`src/shared/mfr_defs.svh`:
```
// Constants for the multi-pin read front end
`ifndef MFR_DEFS_SVH
`define MFR_DEFS_SVH
// Opcodes taken on one lane
`define MFR_OP_DUAL     8'hBB
`define MFR_OP_DUAL_DTR 8'hBD
`define MFR_OP_QUAD     8'hEB
// Bit counts per phase
`define MFR_OP_LAST     6'h07
`define MFR_AM_BITS     6'h20
`define MFR_STEP_DUAL   6'h02
`define MFR_STEP_QUAD   6'h04
// Dummy clock defaults, in link clocks
`define MFR_DUMMY_DUAL  4'h0
`define MFR_DUMMY_DTR   4'h4
`define MFR_DUMMY_QUAD  4'h4
// Mode byte code that skips the next opcode
`define MFR_SKIP_CODE   2'h2
// Wrap setting: bit 0 disables (active low enable), bits 2:1 length
`define MFR_WRAP_RESET  3'h1
`define MFR_WRAP_BASE   24'h00_0008
// Data path
`define MFR_BYTE_W      8
`define MFR_FIFO_DEPTH  16
`define MFR_FILL        8'hFF
`define MFR_BYTE_BITS   4'h8
`define MFR_OUT_DUAL    4'h2
`define MFR_OUT_QUAD    4'h4
`define MFR_OE_DUAL     4'h3
`define MFR_OE_QUAD     4'hF
// Synchroniser reset: clock low, select high, data low
`define MFR_SYNC_RESET  6'h10
`endif

```
`src/shared/mfr_pkg.sv`:
```
// Types shared by the read front end
package mfr_pkg;
   // Frame sequencer states
   typedef enum logic [2:0] {
      MFR_ST_IDLE,
      MFR_ST_OPCODE,
      MFR_ST_ADDR,
      MFR_ST_DUMMY,
      MFR_ST_DATA,
      MFR_ST_IGNORE
   } mfr_state_t;
   // Read command kinds
   typedef enum logic [1:0] {
      MFR_CMD_DUAL,
      MFR_CMD_DUAL_DTR,
      MFR_CMD_QUAD
   } mfr_cmd_t;
endpackage

```
`src/hdl/mfr_read_front.sv`:
```
// Multi-pin random read front end with data FIFO
`include "mfr_defs.svh"
`timescale 1ns/100ps
`default_nettype none

// Byte FIFO between the array side and the serialiser
module mfr_fifo
#(
   parameter int WIDTH = 8,
   parameter int DEPTH = 16
)
(
   input  wire logic             ref_clk,
   input  wire logic             reset,
   input  wire logic             flush,
   input  wire logic             in_valid,
   output logic                  in_ready,
   input  wire logic [WIDTH-1:0] in_data,
   output logic                  out_valid,
   input  wire logic             out_ready,
   output logic      [WIDTH-1:0] out_data
);
   localparam int AW = $clog2(DEPTH);

   logic [WIDTH-1:0] mem [DEPTH];   // Storage, no reset needed
   logic [AW-1:0]    wr_reg;        // Write pointer
   logic [AW-1:0]    rd_reg;        // Read pointer
   logic [AW:0]      count_reg;     // Words held
   logic [AW:0]      count_next;
   logic             ready_reg;     // Registered not-full
   wire              push;
   wire              pop;

   // Pushes during a flush are dropped on purpose
   assign push       = in_valid & ready_reg & ~flush;
   assign pop        = out_valid & out_ready;
   assign out_valid  = count_reg != '0;
   assign out_data   = mem[rd_reg];
   assign in_ready   = ready_reg;
   assign count_next = flush ? '0 :
                       count_reg + (AW+1)'(push) - (AW+1)'(pop);

   // Storage write
   always_ff @(posedge ref_clk)
   begin
      if (push)
         mem[wr_reg] <= in_data;
   end

   // Pointers and level; ready is a flop so it never glitches
   always_ff @(posedge ref_clk or posedge reset)
   begin
      if (reset)
      begin
         wr_reg    <= '0;
         rd_reg    <= '0;
         count_reg <= '0;
         ready_reg <= 1'b1;
      end
      else
      begin
         wr_reg    <= flush ? '0 : wr_reg + AW'(push);
         rd_reg    <= flush ? '0 : rd_reg + AW'(pop & ~flush);
         count_reg <= count_next;
         ready_reg <= count_next != (AW+1)'(DEPTH);
      end
   end
endmodule

// Link-facing read sequencer, oversampling the serial clock
module mfr_read_front
#(
   parameter logic [3:0] DUMMY_DUAL     = `MFR_DUMMY_DUAL,
   parameter logic [3:0] DUMMY_DUAL_DTR = `MFR_DUMMY_DTR,
   parameter logic [3:0] DUMMY_QUAD     = `MFR_DUMMY_QUAD
)
(
   input  wire logic        ref_clk,
   input  wire logic        reset,
   input  wire logic        spi_clk,
   input  wire logic        spi_cs_n,
   input  wire logic [3:0]  spi_io_in,
   output logic      [3:0]  spi_io_out,
   output logic      [3:0]  spi_io_oe,
   input  wire logic        quad_pins_permit,
   input  wire logic        wrap_load,
   input  wire logic [2:0]  burst_wrap_setting,
   input  wire logic        soft_reset,
   input  wire logic [7:0]  mem_data,
   input  wire logic        mem_valid,
   output logic             mem_ready,
   output logic      [23:0] fetch_addr,
   output logic             fetch_active,
   output logic             cont_armed
);
   // Pin synchroniser and edge finder
   logic [5:0]  sync1_reg;          // First stage, read by stage two only
   logic [5:0]  sync2_reg;          // Settled pin levels
   logic        sclk_prev_reg;      // Last settled serial clock
   logic        cs_prev_reg;        // Last settled select

   // Sequencer state
   mfr_pkg::mfr_state_t state_reg;
   mfr_pkg::mfr_state_t state_next;
   mfr_pkg::mfr_cmd_t   cmd_reg;    // Survives frames for skip mode
   logic [5:0]  bit_cnt_reg;        // Bits taken in this phase
   logic [31:0] sh_reg;             // Address and mode shifter
   logic [3:0]  dummy_reg;          // Dummy clocks left
   logic        cont_armed_reg;     // Next frame starts at address
   logic [2:0]  wrap_reg;           // Held wrap setting
   logic        wrap_on_reg;        // Wrap used in this frame
   logic [7:0]  out_sh_reg;         // Byte being shifted out
   logic [3:0]  out_left_reg;       // Bits left in that byte
   logic [3:0]  io_out_reg;
   logic [3:0]  io_oe_reg;
   logic [23:0] fetch_addr_reg;     // Array address being fetched
   logic        fetch_active_reg;

   // FIFO link
   logic        fifo_in_ready;
   logic        fifo_out_valid;
   logic [7:0]  fifo_out_data;

   // Decoded helpers
   wire         sclk_s  = sync2_reg[5];
   wire         cs_s    = sync2_reg[4];
   wire  [3:0]  io_s    = sync2_reg[3:0];
   wire         rise    = sclk_s & ~sclk_prev_reg;
   wire         fall    = ~sclk_s & sclk_prev_reg;
   wire         cs_fall = ~cs_s & cs_prev_reg;
   wire         is_quad = cmd_reg == mfr_pkg::MFR_CMD_QUAD;
   wire         is_dtr  = cmd_reg == mfr_pkg::MFR_CMD_DUAL_DTR;
   // The opcode's trailing fall is no address edge: the first rise opens
   wire         in_tick = rise
                          | (is_dtr & fall & (bit_cnt_reg != 6'h00));
   wire         out_tick = fall | (is_dtr & rise);
   wire  [5:0]  bit_step = is_quad ? `MFR_STEP_QUAD : `MFR_STEP_DUAL;
   wire  [5:0]  bit_inc  = bit_cnt_reg + bit_step;
   // Address lanes: two for dual, four for quad
   wire  [31:0] sh_in = is_quad ? {sh_reg[27:0], io_s}
                                : {sh_reg[29:0], io_s[1:0]};
   wire  [7:0]  op_byte = {sh_reg[6:0], io_s[0]};
   wire         in_op   = state_reg == mfr_pkg::MFR_ST_OPCODE;
   wire         in_addr = state_reg == mfr_pkg::MFR_ST_ADDR;
   wire         in_data = state_reg == mfr_pkg::MFR_ST_DATA;
   wire         op_done = in_op & rise & (bit_cnt_reg == `MFR_OP_LAST);
   wire         am_done = in_addr & in_tick & (bit_inc == `MFR_AM_BITS);
   // Opcodes arrive on one lane only, on rising edges even for double rate
   wire         op_dual = op_byte == `MFR_OP_DUAL;
   wire         op_dtr  = op_byte == `MFR_OP_DUAL_DTR;
   wire         op_quad = (op_byte == `MFR_OP_QUAD)
                          & quad_pins_permit;
   wire         op_ok   = op_dual | op_dtr | op_quad;
   // Only mode bits 5:4 are looked at; 3:0 are don't care
   wire         skip_next = sh_in[5:4] == `MFR_SKIP_CODE;
   wire  [3:0]  dummy_sel = is_quad ? DUMMY_QUAD :
                            is_dtr  ? DUMMY_DUAL_DTR :
                                      DUMMY_DUAL;
   // Serialiser feed
   wire         need_byte = out_left_reg == 4'h0;
   wire         pop  = in_data & out_tick & need_byte & fifo_out_valid;
   wire  [7:0]  out_src = ~need_byte     ? out_sh_reg :
                          fifo_out_valid ? fifo_out_data : `MFR_FILL;
   wire  [3:0]  out_step = is_quad ? `MFR_OUT_QUAD : `MFR_OUT_DUAL;
   wire  [3:0]  oe_lanes = is_quad ? `MFR_OE_QUAD : `MFR_OE_DUAL;
   wire  [3:0]  io_next  = is_quad ? out_src[7:4]
                                   : {2'h0, out_src[7:6]};
   wire  [7:0]  sh_out   = is_quad ? {out_src[3:0], 4'h0}
                                   : {out_src[5:0], 2'h0};
   wire  [3:0]  left_next = (need_byte ? `MFR_BYTE_BITS : out_left_reg)
                            - out_step;
   // Drive only from the first data edge, after the host let go
   wire  [3:0]  oe_next = (in_data & (out_tick | (|io_oe_reg)))
                          ? oe_lanes : 4'h0;
   // Fetch address, wrapping inside the aligned section
   // Section size minus one: low address bits that wrap
   wire  [23:0] wrap_mask = (`MFR_WRAP_BASE << wrap_reg[2:1])
                            - 24'h00_0001;
   wire  [23:0] addr_inc  = fetch_addr_reg + 24'h00_0001;
   wire  [23:0] addr_seq  = wrap_on_reg
                            ? ((fetch_addr_reg & ~wrap_mask)
                               | (addr_inc & wrap_mask))
                            : addr_inc;
   wire         push = mem_valid & fifo_in_ready & fetch_active_reg;

   // Data buffer; a slow array side simply leaves it empty
   mfr_fifo #(
      .WIDTH (`MFR_BYTE_W),
      .DEPTH (`MFR_FIFO_DEPTH)
   ) u_fifo (
      .ref_clk   (ref_clk),
      .reset     (reset),
      .flush     (cs_s),
      .in_valid  (mem_valid & fetch_active_reg),
      .in_ready  (fifo_in_ready),
      .in_data   (mem_data),
      .out_valid (fifo_out_valid),
      .out_ready (pop),
      .out_data  (fifo_out_data)
   );

   // Two flops on every pin before use
   always_ff @(posedge ref_clk or posedge reset)
   begin
      if (reset)
      begin
         sync1_reg     <= `MFR_SYNC_RESET;
         sync2_reg     <= `MFR_SYNC_RESET;
         sclk_prev_reg <= 1'b0;
         cs_prev_reg   <= 1'b1;
      end
      else
      begin
         sync1_reg     <= {spi_clk, spi_cs_n, spi_io_in};
         sync2_reg     <= sync1_reg;
         sclk_prev_reg <= sclk_s;
         cs_prev_reg   <= cs_s;
      end
   end

   // Frame sequencer; deselect always wins
   always_comb
   begin
      state_next = state_reg;
      case (state_reg)
         mfr_pkg::MFR_ST_IDLE:
            if (cs_fall)
               state_next = cont_armed_reg ? mfr_pkg::MFR_ST_ADDR
                                           : mfr_pkg::MFR_ST_OPCODE;
         mfr_pkg::MFR_ST_OPCODE:
            if (op_done)
               state_next = op_ok ? mfr_pkg::MFR_ST_ADDR
                                  : mfr_pkg::MFR_ST_IGNORE;
         mfr_pkg::MFR_ST_ADDR:
            if (am_done)
               state_next = (dummy_sel == 4'h0) ? mfr_pkg::MFR_ST_DATA
                                                : mfr_pkg::MFR_ST_DUMMY;
         mfr_pkg::MFR_ST_DUMMY:
            if (rise && dummy_reg == 4'h1)
               state_next = mfr_pkg::MFR_ST_DATA;
         mfr_pkg::MFR_ST_DATA,
         mfr_pkg::MFR_ST_IGNORE:
            state_next = state_reg;
         default:
            state_next = mfr_pkg::MFR_ST_IDLE;
      endcase
      if (cs_s)
         state_next = mfr_pkg::MFR_ST_IDLE;
   end

   // State, command and input shifting
   always_ff @(posedge ref_clk or posedge reset)
   begin
      if (reset)
      begin
         state_reg   <= mfr_pkg::MFR_ST_IDLE;
         cmd_reg     <= mfr_pkg::MFR_CMD_DUAL;
         bit_cnt_reg <= 6'h00;
         sh_reg      <= 32'h0000_0000;
         dummy_reg   <= 4'h0;
      end
      else
      begin
         state_reg <= state_next;
         if (cs_fall || op_done)
            bit_cnt_reg <= 6'h00;
         else if (in_op && rise)
            bit_cnt_reg <= bit_cnt_reg + 6'h01;
         else if (in_addr && in_tick)
            bit_cnt_reg <= bit_inc;
         // Opcode on lane 0, then address and mode on two lanes (dual) or four (quad)
         if (in_op && rise)
            sh_reg <= {sh_reg[30:0], io_s[0]};
         else if (in_addr && in_tick)
            sh_reg <= sh_in;
         // Command kind kept for opcode-less frames
         if (op_done && op_ok)
            cmd_reg <= op_quad ? mfr_pkg::MFR_CMD_QUAD :
                       op_dtr  ? mfr_pkg::MFR_CMD_DUAL_DTR :
                                 mfr_pkg::MFR_CMD_DUAL;
         if (am_done)
            dummy_reg <= dummy_sel;
         else if (state_reg == mfr_pkg::MFR_ST_DUMMY && rise)
            dummy_reg <= dummy_reg - 4'h1;
      end
   end

   // Skip mode and wrap setting; software reset spares skip mode
   always_ff @(posedge ref_clk or posedge reset)
   begin
      if (reset)
      begin
         cont_armed_reg <= 1'b0;
         wrap_reg       <= `MFR_WRAP_RESET;
         wrap_on_reg    <= 1'b0;
      end
      else
      begin
         if (am_done)
            cont_armed_reg <= skip_next;
         // A load in the same cycle as a software reset wins
         if (wrap_load)
            wrap_reg <= burst_wrap_setting;
         else if (soft_reset)
            wrap_reg <= `MFR_WRAP_RESET;
         if (am_done)
            wrap_on_reg <= is_quad & ~wrap_reg[0];
      end
   end

   // Fetch address toward the array
   always_ff @(posedge ref_clk or posedge reset)
   begin
      if (reset)
      begin
         fetch_addr_reg   <= 24'h00_0000;
         fetch_active_reg <= 1'b0;
      end
      else
      begin
         if (am_done)
            fetch_addr_reg <= sh_in[31:8];
         else if (push)
            fetch_addr_reg <= addr_seq;
         if (cs_s)
            fetch_active_reg <= 1'b0;
         else if (am_done)
            fetch_active_reg <= 1'b1;
      end
   end

   // Output serialiser; an empty FIFO sends fill bytes
   always_ff @(posedge ref_clk or posedge reset)
   begin
      if (reset)
      begin
         out_sh_reg   <= 8'h00;
         out_left_reg <= 4'h0;
         io_out_reg   <= 4'h0;
         io_oe_reg    <= 4'h0;
      end
      else
      begin
         io_oe_reg <= oe_next;
         if (!in_data)
            out_left_reg <= 4'h0;
         else if (out_tick)
         begin
            out_sh_reg   <= sh_out;
            out_left_reg <= left_next;
            io_out_reg   <= io_next;
         end
      end
   end

   assign spi_io_out   = io_out_reg;
   assign spi_io_oe    = io_oe_reg;
   assign mem_ready    = fifo_in_ready;
   assign fetch_addr   = fetch_addr_reg;
   assign fetch_active = fetch_active_reg;
   assign cont_armed   = cont_armed_reg;

   // Checks
   property p_oe_late;
      @(posedge ref_clk) disable iff (reset)
      $rose(|io_oe_reg) |-> $past(out_tick) && $past(in_data);
   endproperty
   a_oe_late: assert property (p_oe_late)
      else $error("pins driven before first data edge");

   property p_skip;
      @(posedge ref_clk) disable iff (reset)
      (in_op == 1'b0 && state_reg == mfr_pkg::MFR_ST_IDLE && cs_fall
       && cont_armed_reg && !cs_s) |=> in_addr;
   endproperty
   a_skip: assert property (p_skip)
      else $error("armed frame did not skip opcode");

   property p_no_skip;
      @(posedge ref_clk) disable iff (reset)
      (state_reg == mfr_pkg::MFR_ST_IDLE && cs_fall && !cont_armed_reg)
      |=> in_op;
   endproperty
   a_no_skip: assert property (p_no_skip)
      else $error("unarmed frame skipped opcode");

   property p_swr_keeps;
      @(posedge ref_clk) disable iff (reset)
      (soft_reset && !am_done) |=> $stable(cont_armed_reg);
   endproperty
   a_swr_keeps: assert property (p_swr_keeps)
      else $error("software reset changed skip mode");

   property p_quad_gate;
      @(posedge ref_clk) disable iff (reset)
      (op_done && op_byte == `MFR_OP_QUAD && !quad_pins_permit)
      |=> state_reg == mfr_pkg::MFR_ST_IGNORE || cs_s;
   endproperty
   a_quad_gate: assert property (p_quad_gate)
      else $error("quad read taken without permit");

   property p_quad_lanes;
      @(posedge ref_clk) disable iff (reset)
      ((|io_oe_reg) && $past(is_quad)) |-> io_oe_reg == `MFR_OE_QUAD;
   endproperty
   a_quad_lanes: assert property (p_quad_lanes)
      else $error("quad data not on four pins");

   property p_wrap;
      @(posedge ref_clk) disable iff (reset)
      (push && wrap_on_reg && !am_done
       && (fetch_addr_reg & wrap_mask) == wrap_mask)
      |=> (fetch_addr_reg & wrap_mask) == 24'h00_0000
          && (fetch_addr_reg & ~wrap_mask)
             == $past(fetch_addr_reg & ~wrap_mask);
   endproperty
   a_wrap: assert property (p_wrap)
      else $error("fetch address left its wrap section");

   property p_wrap_reset;
      @(posedge ref_clk) disable iff (reset)
      (soft_reset && !wrap_load) |=> wrap_reg == `MFR_WRAP_RESET;
   endproperty
   a_wrap_reset: assert property (p_wrap_reset)
      else $error("wrap setting not restored");

   property p_dtr_edges;
      @(posedge ref_clk) disable iff (reset)
      (in_addr && is_dtr && fall && !am_done && !cs_s
       && bit_cnt_reg != 6'h00)
      |=> bit_cnt_reg == $past(bit_cnt_reg) + `MFR_STEP_DUAL;
   endproperty
   a_dtr_edges: assert property (p_dtr_edges)
      else $error("double rate missed a falling edge");

   c_quad_data: cover property (@(posedge ref_clk) pop && is_quad);
   c_skip: cover property (@(posedge ref_clk) cs_fall && cont_armed_reg);
   c_wrap: cover property (@(posedge ref_clk)
      push && wrap_on_reg && (fetch_addr_reg & wrap_mask) == wrap_mask);
endmodule
`default_nettype wire

```
`config.mk`:
```
export PLATFORM = sky130hd
export DESIGN_NAME = mfr_read_front
export DESIGN_NICKNAME = d
export VERILOG_FILES = /design/src/shared/mfr_pkg.sv /design/src/hdl/mfr_read_front.sv
export VERILOG_INCLUDE_DIRS = /design/src /design/src/shared
export SDC_FILE = /design/constraint.sdc
export NUM_CORES = 1
export LEC_CHECK = 0
export ABC_AREA = 1
export BUFFER_PORTS_ARGS = -buffer_cell sky130_fd_sc_hd__buf_2
export CAP_MARGIN = 0
export CELL_PAD_IN_SITES_DETAIL_PLACEMENT = 1
export CELL_PAD_IN_SITES_GLOBAL_PLACEMENT = 2
export CORE_AREA = 2 2 183 185
export CTS_CLUSTER_SIZE = 14
export DETAILED_ROUTE_END_ITERATION = 16
export DIE_AREA = 0 0 185 187
export PLACE_DENSITY = 0.86
export SLEW_MARGIN = 5
export SYNTH_ARGS = -nofsm -noshare
export SYNTH_HDL_FRONTEND = slang
export SYNTH_SLANG_ARGS = --single-unit
```
`constraint.sdc`:
```
create_clock -name ref_clk -period 5.5 [get_ports ref_clk]
set_clock_uncertainty 0.15 [all_clocks]
set_input_delay 0.825 -clock ref_clk [delete_from_list [all_inputs] [get_ports ref_clk]]
set_output_delay 0.825 -clock ref_clk [all_outputs]
set_load 0.1 [all_outputs]
```
* Word-level counts from Yosys, hierarchy flattened
Memories as Yosys holds them, arrays and structs flattened.
Cells that the tools add are included.
** Word-level totals
- Bits in registers :: 123
- Latch bits :: 0
- Memory bits (writable) :: 128
- ROM bits :: 0
- Output and inout bits :: 35
- Memories :: 1
** Cells by class
- $add $sub $neg :: 10
- $mul :: 0
- Divide/modulo/power cells :: 0
- Order comparisons :: 0
- Eq/ne operators :: 21
- Shift-type cells :: 1
- Multiplexer cells :: 44
- Bitwise operators :: 37
- Reductions and logical operators :: 21
** Memory list
- u_fifo.mem :: words 16, width 8, read ports 1, clocked after memory_dff 0, write ports 1, line mfr_read_front.sv:25 : logic [WIDTH-1:0] mem [DEPTH];
** Operator list (number)
- 2-to-1 mux 24 bit :: 3
- 2-to-1 mux 30 bit :: 2
- bitwise AND 24 bit :: 2
- 2-to-1 mux 4 bit :: 10
- 2-to-1 mux 3 bit :: 13
- 2-to-1 mux 32 bit :: 1
- adder 24 x 1 -> 24 bit (second input constant) :: 1
- == test 8 bit (second input constant) :: 3
- 2-to-1 mux 8 bit :: 3
- NOT 24 bit :: 1
- bitwise OR 24 bit :: 1
- << shifter 4 x 2 -> 24 bit (first input constant) :: 1
- subtractor 24 x 1 -> 24 bit (second input constant) :: 1
- bitwise AND 1 bit :: 22
- 2-to-1 mux 6 bit :: 3
- one-hot mux 3 bit (5 select lines) :: 1
- nonzero test 2 bit :: 5
- logical NOT 4 bit :: 2
- adder 6 x 1 -> 6 bit (second input constant) :: 1
- adder 6 x 3 -> 6 bit :: 1
- == test 3 x 2 -> 1 bit (second input constant) :: 2
- == test 3 bit (second input constant) :: 2
- == test 6 x 3 -> 1 bit (second input constant) :: 1
- == test 6 bit (second input constant) :: 1
- 31 further kinds :: 51

* Depth between registers and ports, before layout
Gate-level depths: netlist of the first run.
- Depth in word-level cells :: 11
- Depth in mapped cells :: 20
- Gate-level depth less buffers :: 18

* Modules after synthesis
From an unflattened synthesis of the first run, not the netlist that was laid out.
** Unflattened totals
- Cell total of the unflattened synthesis :: 1450
- Area total of the unflattened synthesis :: 12623.4 um^2
** By module, submodules not included
- mfr_fifo :: times used 1, cells each 619, area an instance 6344.8 um^2, sequential area each 4195.3 um^2
- mfr_read_front :: times used 1, cells each 831, area an instance 6278.5 um^2, sequential area each 2607.5 um^2

* Least setup slack after synthesis of the first run
Ideal clock, no wire load.
- Path type :: reg-to-reg
- Start :: reg fetch_active_reg (netlist: fetch_active)
- End :: reg u_fifo.ready_reg (netlist: u_fifo.in_ready)
- Setup time :: 0.088 ns
- Arrival time :: 2.828 ns
- Setup slack :: 2.433 ns
- Cell stages (with the launch flop) :: 10
- Path buffers :: 0
- Clock period less this slack :: 3.067 ns
- Cells stage by stage :: dfrtp_1 nand3_2 nor2_1 ha_1 inv_1 fa_1 o21ai_0 a21oi_1 or3_1 nand3b_1
** On the way
- Longest elaborated chain between the ends :: 7
** RTL lines
- start, declared :: line mfr_read_front.sv:117 : logic fetch_active_reg;
- start signal, assigned :: line mfr_read_front.sv:317 : fetch_active_reg <= 1'b0;
- start signal, assigned :: line mfr_read_front.sv:326 : fetch_active_reg <= 1'b0;
- start signal, assigned :: line mfr_read_front.sv:328 : fetch_active_reg <= 1'b1;
- bitwise AND 1 bit :: line mfr_read_front.sv:194 : .in_valid (mem_valid & fetch_active_reg),
- bitwise AND 1 bit (2 in series) :: line mfr_read_front.sv:35 : assign push = in_valid & ready_reg & ~flush;
- adder 5 x 1 -> 5 bit :: line mfr_read_front.sv:41 : count_reg + (AW+1)'(push) - (AW+1)'(pop);
- subtractor 5 x 1 -> 5 bit :: line mfr_read_front.sv:41
- 2-to-1 mux 5 bit :: line mfr_read_front.sv:40 : assign count_next = flush ? '0 :
- net u_fifo.count_next[2] :: line mfr_read_front.sv:29 : logic [AW:0] count_next;
- != test 5 bit :: line mfr_read_front.sv:65 : ready_reg <= count_next != (AW+1)'(DEPTH);
- end signal, assigned :: line mfr_read_front.sv:65
- end, declared :: line mfr_read_front.sv:30 : logic ready_reg;
The timed path passes the listed nets, and every way through them passes these cells.
A chain may end at the register's enable or synchronous reset.

* Final worst setup path of the first run
- Start :: reg cmd_reg[0]
- End :: reg fetch_addr_reg[12] (netlist: fetch_addr[12])
** On the way
- Longest elaborated chain between the ends :: 7
** RTL lines
- start, declared :: line mfr_read_front.sv:105 : mfr_pkg::mfr_cmd_t cmd_reg;
- start signal, assigned :: line mfr_read_front.sv:257 : cmd_reg <= mfr_pkg::MFR_CMD_DUAL;
- start signal, assigned :: line mfr_read_front.sv:278 : cmd_reg <= op_quad ? mfr_pkg::MFR_CMD_QUAD :
- branches (longest 7 deep; another with adder 6 x 3 -> 6 bit)
- end signal, assigned :: line mfr_read_front.sv:322 : fetch_addr_reg <= sh_in[31:8];
- end signal, assigned :: line mfr_read_front.sv:324 : fetch_addr_reg <= addr_seq;
- end, declared :: line mfr_read_front.sv:116 : logic [23:0] fetch_addr_reg;
Parallel ways; which one is timed is not known.

==> flow_metrics.tcl, run 1 <==
set metrics [dict create \
    status "completed" \
    switching_share_pct 27.6 \
    cp_max_fo 41 \
    clock-root-buffer "clkbuf_16" \
    syn-instance-count 1438 \
    hold_class "in2async" \
    die_x_um 185 \
    syn_avg_cell_area_um2 8.54 \
    yosysWarnings 0 \
    drt-pass1-iter-count 7 \
    final_common_cell "nand2_1" \
    ant_nets 0 \
    crit_path_end_kind "flop" \
    cap_violations 0 \
    nets 1523 \
    cts_hold_buf 0 \
    max_slew.worst_pin.slew_ps 1050 \
    grt_antenna_before_repair 0 \
    drtIter0Drc 684 \
    synth_seq_cells 246 \
    grt_max_degree 62 \
    wire_per_inst_um 17.4 \
    peakVddDrop_v 0.000297 \
    path_class "reg2reg" \
    largest_reg_flops 128 \
    dp.cells 1894 \
    cts_setup_buffers 0 \
    period_minus_slack_ps 3670 \
    grt-ovfl-total 0 \
    hold_viol_final 0 \
    clockBufferDepth 3 \
    use_met3_pct 2.63 \
    mostFrequentLayoutCells "nand2_1, nand3_1, inv_1, edfxtp_1, dfrtp_1" \
    synthArstFlopShare_pct 48.0 \
    num_rows 67 \
    ys.flop_type "edfxtp_1" \
    grt-busiest-layer "met2" \
    max_slew_margin_pct 29.5 \
    area_growth_pct 12.1 \
    die-area_mm2 0.0346 \
    core_area_mm2 0.0329 \
    hold_slack_ps 175 \
    place.gp.congestion 0.818 \
    synth_edf_count 128 \
    dpl.hpwl_mm 23.2 \
    grt_pass1_wl_mm 55.5 \
    pwr-share-comb_pct 11.9 \
    place_area_mm2 0.0129 \
    n_antenna_cell 0 \
    grt_pass1_vias 10421 \
    met1_usage_pct 27.7 \
    power_frac_seq_pct 47.4 \
    path_clk_slew_ps 70 \
    synth_top_area_share_pct 31.3 \
    die_h_um 187 \
    rsz0062_at_grt "false" \
    p_switching_uw 1220 \
    yosysSeqAreaShare_pct 55.4 \
    clock_sinks 246 \
    synth_nets 1485 \
    total_power_uw 4440 \
    p_per_area_mw_per_mm2 323 \
    intPower_uw 3220 \
    cts_tree "done" \
    insertion_delay_ps 550 \
    fill_cells 3987 \
    finalCritPeriodShare_pct 66.8 \
    synthTopCellsByArea "edfxtp_1, dfrtp_1, nand2_1" \
    synth_area_mm2 0.0123 \
    crit_required_ps 5790 \
    maxSlewViolCount 0 \
    viasPerCell 5.04 \
    instances_no_fill 1945 \
    fmax_mhz 272 \
    wirelength_mm 33.9 \
    use_met2_pct 33.7 \
    synthDistinctLibCells 43 \
    drc 0 \
    drive_above_1_share_pct 9.89 \
    port_buffers 57 \
    htreeDepth 1 \
    cp-start-kind "flop" \
    p_leak_uw 0.00594 \
    setup_tns_ps 0 \
    ioPinCount 58 \
    track_usage_pct 20.1 \
    vias 9806 \
    critical_path_arrival_ps 3960 \
    post_cts_resized 0 \
    setup_viol 0 \
    p_clk_share_pct 40.7 \
    start_util_pct 37.4 \
    cts_inserted_buffers 28 \
    final_area_mm2 0.0138 \
    synth_top_area_cell "edfxtp_1" \
]
-- worst max-delay path, cell delays in order, from the launching register on --
cell      delay (ps)
dfrtp_1          400
inv_1             70
ha_2             170
clkinv_1         450
ha_1             410
inv_1             70
fa_1             420
nand3_1          120
nor2_2            50
nand2_2           80
nor2_4            40
nand2_4          340
clkinv_2         430
nand2_1          190
nand2_1           70
nand2_1           60
nand2_1           50
-- metal layers --
metal,part of all wire (%),vias up
met4,1.8,0
met2,47,145
met5,0,-
met3,3.6,41
li1,-,4744
met1,47,4876
-- stage by stage --
step           utilization, %  worst slack [ps]
2_1_floorplan               -              1400
3_3_place_gp             39.2              1860
3_5_place_dp             39.2              1800
4_1_cts                  41.9              1790
5_1_grt                  41.9              1550
6_report                 41.9              1830
-- logic make-up (layout without fill, tap and decap cells) --
logic type               count (synthesis)  after routing  synth area share (%)
AO/OA/AOI/OAI                          149            149                  6.45
XOR/XNOR                                19             19                  1.36
flip-flops                             246            246                  55.4
AND/OR/NAND/NOR                        778            778                  26.6
adder cells (fa/ha/maj)                 24             24                  2.63
buffers and inverters                  222            281                  7.52
-- power groups by stage --
stage,Sequential (uW),Clock (uW),Combinational (uW)
3_3_place_gp,2140,0,515
2_1_floorplan,2180,0,344
5_1_grt,2120,1920,604
3_5_place_dp,2140,0,527
6_report,2110,1810,527
4_1_cts,2110,1850,535
-- worst paths after layout --
path	depth (start not counted)	slack, ps	from	end
min	2	170	reset	wrap_reg[2]
max	16	1830	cmd_reg[0]	fetch_addr[12]
max reg2reg	16	1830	cmd_reg[0]	fetch_addr[12]
min reg2reg	0	200	sync1_reg[5]	sync2_reg[5]
min in group ref_clk	0	200	sync1_reg[5]	sync2_reg[5]
max in group asynchronous	3	3980	reset	sync1_reg[5]
-- area by class of cell --
type	instances	area (um^2)	area share, %
multi-input cells	970	4550	33.1
inverters	166	628	4.56
well taps	448	561	4.07
repair buffers	64	338	2.45
clock inverters	16	116	0.845
flip-flops and latches	246	6800	49.4
clock buffers	35	767	5.57
-- cell usage after synthesis (5+ instances only) --
master    number
o21ai_0      106
nand3_1      166
nor2_2         5
nand2_1      481
or2_2          6
edfxtp_1     128
nand4_1        8
buf_2         17
nor2_1        80
buf_6          7
inv_2          7
nand2_2        5
dfstp_2        5
xnor2_1        6
o21ai_1       14
clkbuf_1      25
dfrtp_1      113
nor3_1        15
ha_1          21
o211ai_1       6
xor2_1        13
inv_1        154
a21oi_1       12
Power figures use the tool's default switching activity.
==> inputs of run 2 (changes only) <==
--- a/config.mk
+++ b/config.mk
@@ -6,16 +6,16 @@
 export SDC_FILE = /design/constraint.sdc
 export NUM_CORES = 1
 export LEC_CHECK = 0
-export ABC_AREA = 1
+export ABC_AREA = 0
 export BUFFER_PORTS_ARGS = -buffer_cell sky130_fd_sc_hd__buf_2
 export CAP_MARGIN = 0
 export CELL_PAD_IN_SITES_DETAIL_PLACEMENT = 1
 export CELL_PAD_IN_SITES_GLOBAL_PLACEMENT = 2
-export CORE_AREA = 2 2 183 185
+export CORE_AREA = 2 2 177 179
 export CTS_CLUSTER_SIZE = 14
 export DETAILED_ROUTE_END_ITERATION = 16
-export DIE_AREA = 0 0 185 187
-export PLACE_DENSITY = 0.86
+export DIE_AREA = 0 0 179 181
+export PLACE_DENSITY = 0.81
 export SLEW_MARGIN = 5
 export SYNTH_ARGS = -nofsm -noshare
 export SYNTH_HDL_FRONTEND = slang
==> constraint.sdc (replaced) <==
create_clock -name ref_clk -period 3.1 [get_ports ref_clk]
set_clock_uncertainty 0.15 [all_clocks]
set_input_delay 0.465 -clock ref_clk [delete_from_list [all_inputs] [get_ports ref_clk]]
set_output_delay 0.465 -clock ref_clk [all_outputs]
set_load 0.1 [all_outputs]
==> run 2 against run 1 <==
  * Non-clock buffer count increased by 49
  * Sequential cell count did not move
  * Wire length is 22% lower
  * Combinational power rose by 110%
  * Via count down 25%
  * Synthesized cell count down 37%
==> flow_metrics.tcl, run 2 <==
set metrics [dict create \
    final_common_cell "edfxtp_1" \
    grt_pass1_vias 7835 \
    fmax_mhz 342 \
    wirelength_mm 26.6 \
    maxSlewViolCount 0 \
    max_slew_margin_pct 54.8 \
    synth_nets 960 \
    start_util_pct 37.5 \
    cts_inserted_buffers 28 \
    synth_top_area_cell "edfxtp_1" \
    period_minus_slack_ps 2920 \
    multiInputGateArea_mm2 0.00426 \
    synth_top_family_by_area "simple AND/OR/NAND/NOR gates" \
    drive_above_1_share_pct 21.2 \
    die_h_um 181 \
    synthTopCellsByArea "edfxtp_1, dfrtp_1, mux2i_1" \
    place_area_mm2 0.0122 \
    synth-simple-area-share_pct 11.6 \
    place_ws_ps 53.3 \
    mostFrequentLayoutCells "edfxtp_1, dfrtp_1, nor2_1, nand2_1, mux2i_1" \
    syn-instance-count 913 \
    ys.flop_type "edfxtp_1" \
    syn_avg_cell_area_um2 12.5 \
    yosysSeqAreaShare_pct 59.8 \
    p_leak_uw 0.00510 \
    ant_nets 0 \
    synthXorXnorAreaFrac_pct 2.77 \
    cts_tree "done" \
    synthMuxAreaShare_pct 11.2 \
    synth_edf_count 128 \
    final-seq-area_mm2 0.00680 \
    wire_per_inst_um 18.7 \
    insertion_delay_ps 540 \
    clock_sinks 246 \
    die_x_um 179 \
    synth_top_area_share_pct 33.8 \
    die-area_mm2 0.0324 \
    synth_common_cells "edfxtp_1, dfrtp_1, nor2_1" \
    dpl.hpwl_mm 18.0 \
    hold_viol_final 0 \
    synth_fa_ha_area_share_pct 2.84 \
    cp_max_fo 2 \
    grt_pass1_wl_mm 43.2 \
    crit_required_ps 3430 \
    grt_max_degree 119 \
    synth_area_mm2 0.0114 \
    ioPinCount 58 \
    yosysWarnings 0 \
    largest_reg_flops 128 \
    vias 7353 \
    grt-ovfl-total 0 \
    core_area_mm2 0.0303 \
    crit_path_end_kind "flop" \
    hold_class "in2reg" \
    nets 1049 \
    synth_seq_cells 246 \
    drt-pass1-iter-count 4 \
    setup_viol 0 \
    clockBufferDepth 3 \
    num_rows 64 \
    fin_ws_ps 180 \
    port_buffers 57 \
    critical_path_arrival_ps 3250 \
    peakVddDrop_v 0.000534 \
    place.gp.congestion 0.743 \
    path_class "reg2reg" \
    max_slew.worst_pin.slew_ps 678 \
    status "completed" \
    grt_antenna_before_repair 0 \
    fill_cells 3157 \
    synth-compound-area-share_pct 8.57 \
    clock-root-buffer "clkbuf_16" \
    n_antenna_cell 0 \
    path_clk_slew_ps 60 \
    synthDistinctLibCells 67 \
    final_area_mm2 0.0133 \
    htreeDepth 1 \
    p_per_area_mw_per_mm2 609 \
    yosys.cell_count.top_type "edfxtp_1" \
    cp-start-kind "flop" \
    viasPerCell 5.18 \
    drc 0 \
    cap_violations 0 \
    drtIter0Drc 396 \
    area_growth_pct 17.3 \
    finalCritPeriodShare_pct 94.2 \
    track_usage_pct 16.8 \
    synthArstFlopShare_pct 48.0 \
]
-- run 2: cell types whose count changed after synthesis, moves of 42 or more --
cell and delta:
a21oi_1 +42, nand3_1 -144, nand2_1 -413, o21ai_0 -55
mux2i_1 +58, inv_1 -133
-- run 2: per-layer routing --
layer	vias up	global-route usage (%)	share of wire [%]
met3	44	2.48	3.0
met4	0	4.16	2.1
met1	3713	22.0	45
met5	-	0	0
met2	91	29.2	50
li1	3505	-	-
-- run 2: metrics by stage --
step | instances | utilization [%] | power (uW) | setup TNS, ps | hold WS [ps]
finish | 1420 | 44.0 | 8120 | 0 | 178
global route | 1420 | 44.0 | 8500 | -21.1 | 174
CTS | 1417 | 43.8 | 8190 | 0 | 160
detailed placement | 1352 | 40.4 | 4930 | 0 | 186
global placement | 1352 | 40.4 | 4890 | 0 | 193
floorplan | 913 | - | 4590 | 0 | 181
-- run 2: cells by family (layout without fill, tap and decap cells) --
| family | count (synthesis) | in the layout |
|---|---|---|
| AO/OA/AOI/OAI | 161 | 161 |
| XOR/XNOR | 36 | 36 |
| adder cells (fa/ha/maj) | 24 | 24 |
| buffers and inverters | 76 | 187 |
| flip-flops | 246 | 246 |
| multiplexers | 98 | 98 |
| AND/OR/NAND/NOR | 272 | 272 |
-- run 2: repair_timing --
action	in CTS	in global routing
resized for setup	1	10
gates cloned	0	0
hold buffers	13	0
endpoints found under the setup margin	1	2
hold endpoints to repair	10	0
setup buffers	0	3
pin swaps	0	2
-- run 2: path summary, 6_finish.rpt --
path,slack (ps),depth (start not counted),endpoint,start
setup / recovery,180,16,u_fifo.count_reg[4],u_fifo.count_reg[2]
hold / removal,180,1,u_fifo.mem[7][6],mem_data[6]
setup reg to reg,180,16,u_fifo.count_reg[4],u_fifo.count_reg[2]
hold reg to reg,210,0,sync2_reg[0],sync1_reg[0]
max in group asynchronous,1790,4,fetch_addr[0],reset
min in group asynchronous,530,4,sync1_reg[5],reset
-- run 2: power by group --
part	switching, uW	internal [uW]
logic	681	415
clock network	1340	1870
registers	191	3630
total	2210	5910
-- run 2: area by class of cell --
class	instances	share of cell area, %
Inverter	22	0.666
Timing Repair Buffer	113	5.91
Clock inverter	21	1.27
Tap cell	396	3.71
Clock buffer	31	5.50
Sequential cell	246	51.0
Multi-Input combinational cell	591	31.9
-- run 2: worst max-delay path, stage by stage, from the launching register on --
cell and delay, ps:
dfrtp_1 390, inv_2 80, ha_2 180, nor4b_4 220, nand2b_4 180, nor2_1 40, ha_1 270, inv_1 50
ha_2 180, inv_2 50, fa_2 210, inv_1 40, a21oi_1 110, nor2_1 60, or3_1 360, a21oi_2 160
buf_4 120
==> inputs of run 3 (changes only) <==
--- a/config.mk
+++ b/config.mk
@@ -12,6 +12,7 @@
 export CELL_PAD_IN_SITES_DETAIL_PLACEMENT = 1
 export CELL_PAD_IN_SITES_GLOBAL_PLACEMENT = 2
 export CORE_AREA = 2 2 177 179
+export CTS_BUF_LIST = sky130_fd_sc_hd__clkbuf_4
 export CTS_CLUSTER_SIZE = 14
 export DETAILED_ROUTE_END_ITERATION = 16
 export DIE_AREA = 0 0 179 181
==> run 3 against run 2 <==
  * Non-clock buffer count grew 8
  * Die area is the same
  * Utilization grew 0.23 points
  * Design area grew 0.52%
  * Critical path type unchanged
==> flow_metrics.tcl, run 3 (synthesis gave the netlist of run 2 again) <==
set metrics [dict create \
    status "completed" \
    worst-path-buf-inv 4 \
    p_leak_uw 0.00523 \
    crit_required_ps 3560 \
    cp_max_fo 2 \
    path_class "reg2reg" \
    final_area_mm2 0.0134 \
    place.gp.congestion 0.743 \
    dpl.hpwl_mm 18.0 \
    crit_chain "inv_2, ha_1, nor4b_4, nand2b_4, nor2_1, ha_1, inv_1, ha_1, inv_2, fa_2, inv_1, a21oi_1, nor2_1, or3_1, a21oi_2, nand3b_1" \
    drive_above_1_share_pct 25.3 \
    grt_max_degree 119 \
    hold-path-cell-count 3 \
    die_x_um 179 \
    final_common_cell "edfxtp_1" \
    insertion_delay_ps 690 \
    nets 1099 \
    cts_inserted_buffers 70 \
    grt-ovfl-total 0 \
    cp-start-kind "flop" \
    clock-root-buffer "clkbuf_4" \
    finalCritPeriodShare_pct 93.8 \
    clockBufferDepth 3 \
    max_slew_margin_pct 54.9 \
    crit_path_end_kind "flop" \
    path_clk_slew_ps 60 \
    htreeDepth 3 \
    cap_violations 0 \
    setup_tns_ps 0 \
    drt-pass1-iter-count 4 \
    vias 7650 \
    grt_pass1_wl_mm 43.9 \
    setup_viol 0 \
    reg2reg_depth 16 \
    wire_per_inst_um 17.9 \
    drc 0 \
    hold_viol_final 0 \
    cts_tree "done" \
    hold_class "in2reg" \
    peakVddDrop_v 0.000414 \
    drtIter0Drc 315 \
    maxSlewViolCount 0 \
    ioPinCount 58 \
    grt_antenna_before_repair 1 \
    finalCoreUtilization_pct 44.2 \
    start_util_pct 37.5 \
    num_rows 64 \
    r2r_setup_slack_ps 190 \
    max_slew.worst_pin.slew_ps 676 \
    wl_met1_mm 11.7 \
    largest_reg_flops 128 \
    place_area_mm2 0.0122 \
    cp.depth 16 \
    period_minus_slack_ps 2910 \
    ant_nets 0 \
    viasPerCell 5.11 \
    die-area_mm2 0.0324 \
    wl_met2_mm 13.6 \
    top_layer "met4" \
    crit_path_top_delay_cell "dfrtp_1" \
    fmax_mhz 344 \
    clock_sinks 246 \
    wirelength_mm 26.8 \
    core_area_mm2 0.0303 \
    grt_pass1_vias 8285 \
    port_buffers 57 \
    critical_path_arrival_ps 3370 \
    die_h_um 181 \
    track_usage_pct 17.2 \
    critPathTopFamily "simple AND/OR/NAND/NOR gates" \
    mostFrequentLayoutCells "edfxtp_1, dfrtp_1, clkbuf_4, nor2_1, nand2_1" \
    p_per_area_mw_per_mm2 590 \
    area_growth_pct 17.9 \
    fill_cells 3235 \
    critPathMaxStageDelay_ps 400 \
    cp_common_cell "ha_1" \
    wl_met3_um 973 \
    hold_slack_ps 65.2 \
]
==> run 3: cell count changes in the layout (fill, tap and decap cells not counted), moves of 2 or more <==
cell           previous run  this run
clkbuf_16                29         0
ha_2                      3         1
clkinv_1                  5        11
clkinv_2                  7         0
clkbuf_4                  0       103
inv_6                     1         4
dlygate4sd3_1            13        22
ha_1                     18        20
clkinvlp_4                6         2
clkbuf_1                  2         0
==> run 3: layout make-up <==
cell class              count  area, um^2  area share (%)
clock buffers             103         773            5.77
repair buffers            121         871            6.49
clock inverters            18         118           0.877
flip-flops and latches    246        6800            50.7
well taps                 396         495            3.70
inverters                  22        88.8           0.663
diodes                      1        2.50          0.0187
multi-input cells         591        4260            31.7
==> run 3: metal layers <==
metal | global-route usage [%] | vias to the layer above
li1 | - | 3651
met1 | 21.9 | 3827
met2 | 29.0 | 124
met3 | 3.54 | 48
met4 | 6.11 | 0
met5 | 0 | -
==> run 3: through the flow <==
stage / power [uW] / worst slack (ps) / std cells
global route: 8370 / -14.8 / 1498
CTS: 8020 / 15.9 / 1495
finish: 7910 / 193 / 1498
global placement: 4890 / 183 / 1352
detailed placement: 4930 / 53.3 / 1352
floorplan: 4590 / 54.1 / 913
==> run 3: tightest hold or removal path, stage by stage <==
cell	delay, ps
buf_2	120
nand4_1	120
o21ai_0	120
==> run 3: power by group <==
group | switching [uW] | total, uW | internal, uW | leakage (uW)
Clock | 1380 | 3000 | 1620 | 0.000528
Sequential | 191 | 3820 | 3630 | 0.00271
Combinational | 679 | 1100 | 420 | 0.00199
==> run 3: worst paths after layout <==
kind                                     start              end
max                        u_fifo.count_reg[3]  u_fifo.in_ready
min                           quad_pins_permit       cmd_reg[1]
max reg2reg                u_fifo.count_reg[3]  u_fifo.in_ready
min reg2reg                       sync1_reg[0]     sync2_reg[0]
max in group asynchronous                reset      wrap_reg[2]
min in group asynchronous                reset    out_sh_reg[2]
==> run 3: timing repair <==
item / in CTS / in global routing
gates resized for setup: 0 / 9
setup buffers: 0 / 2
setup endpoints to repair: 0 / 2
hold endpoints to repair: 214 / 0
hold buffers: 22 / 0
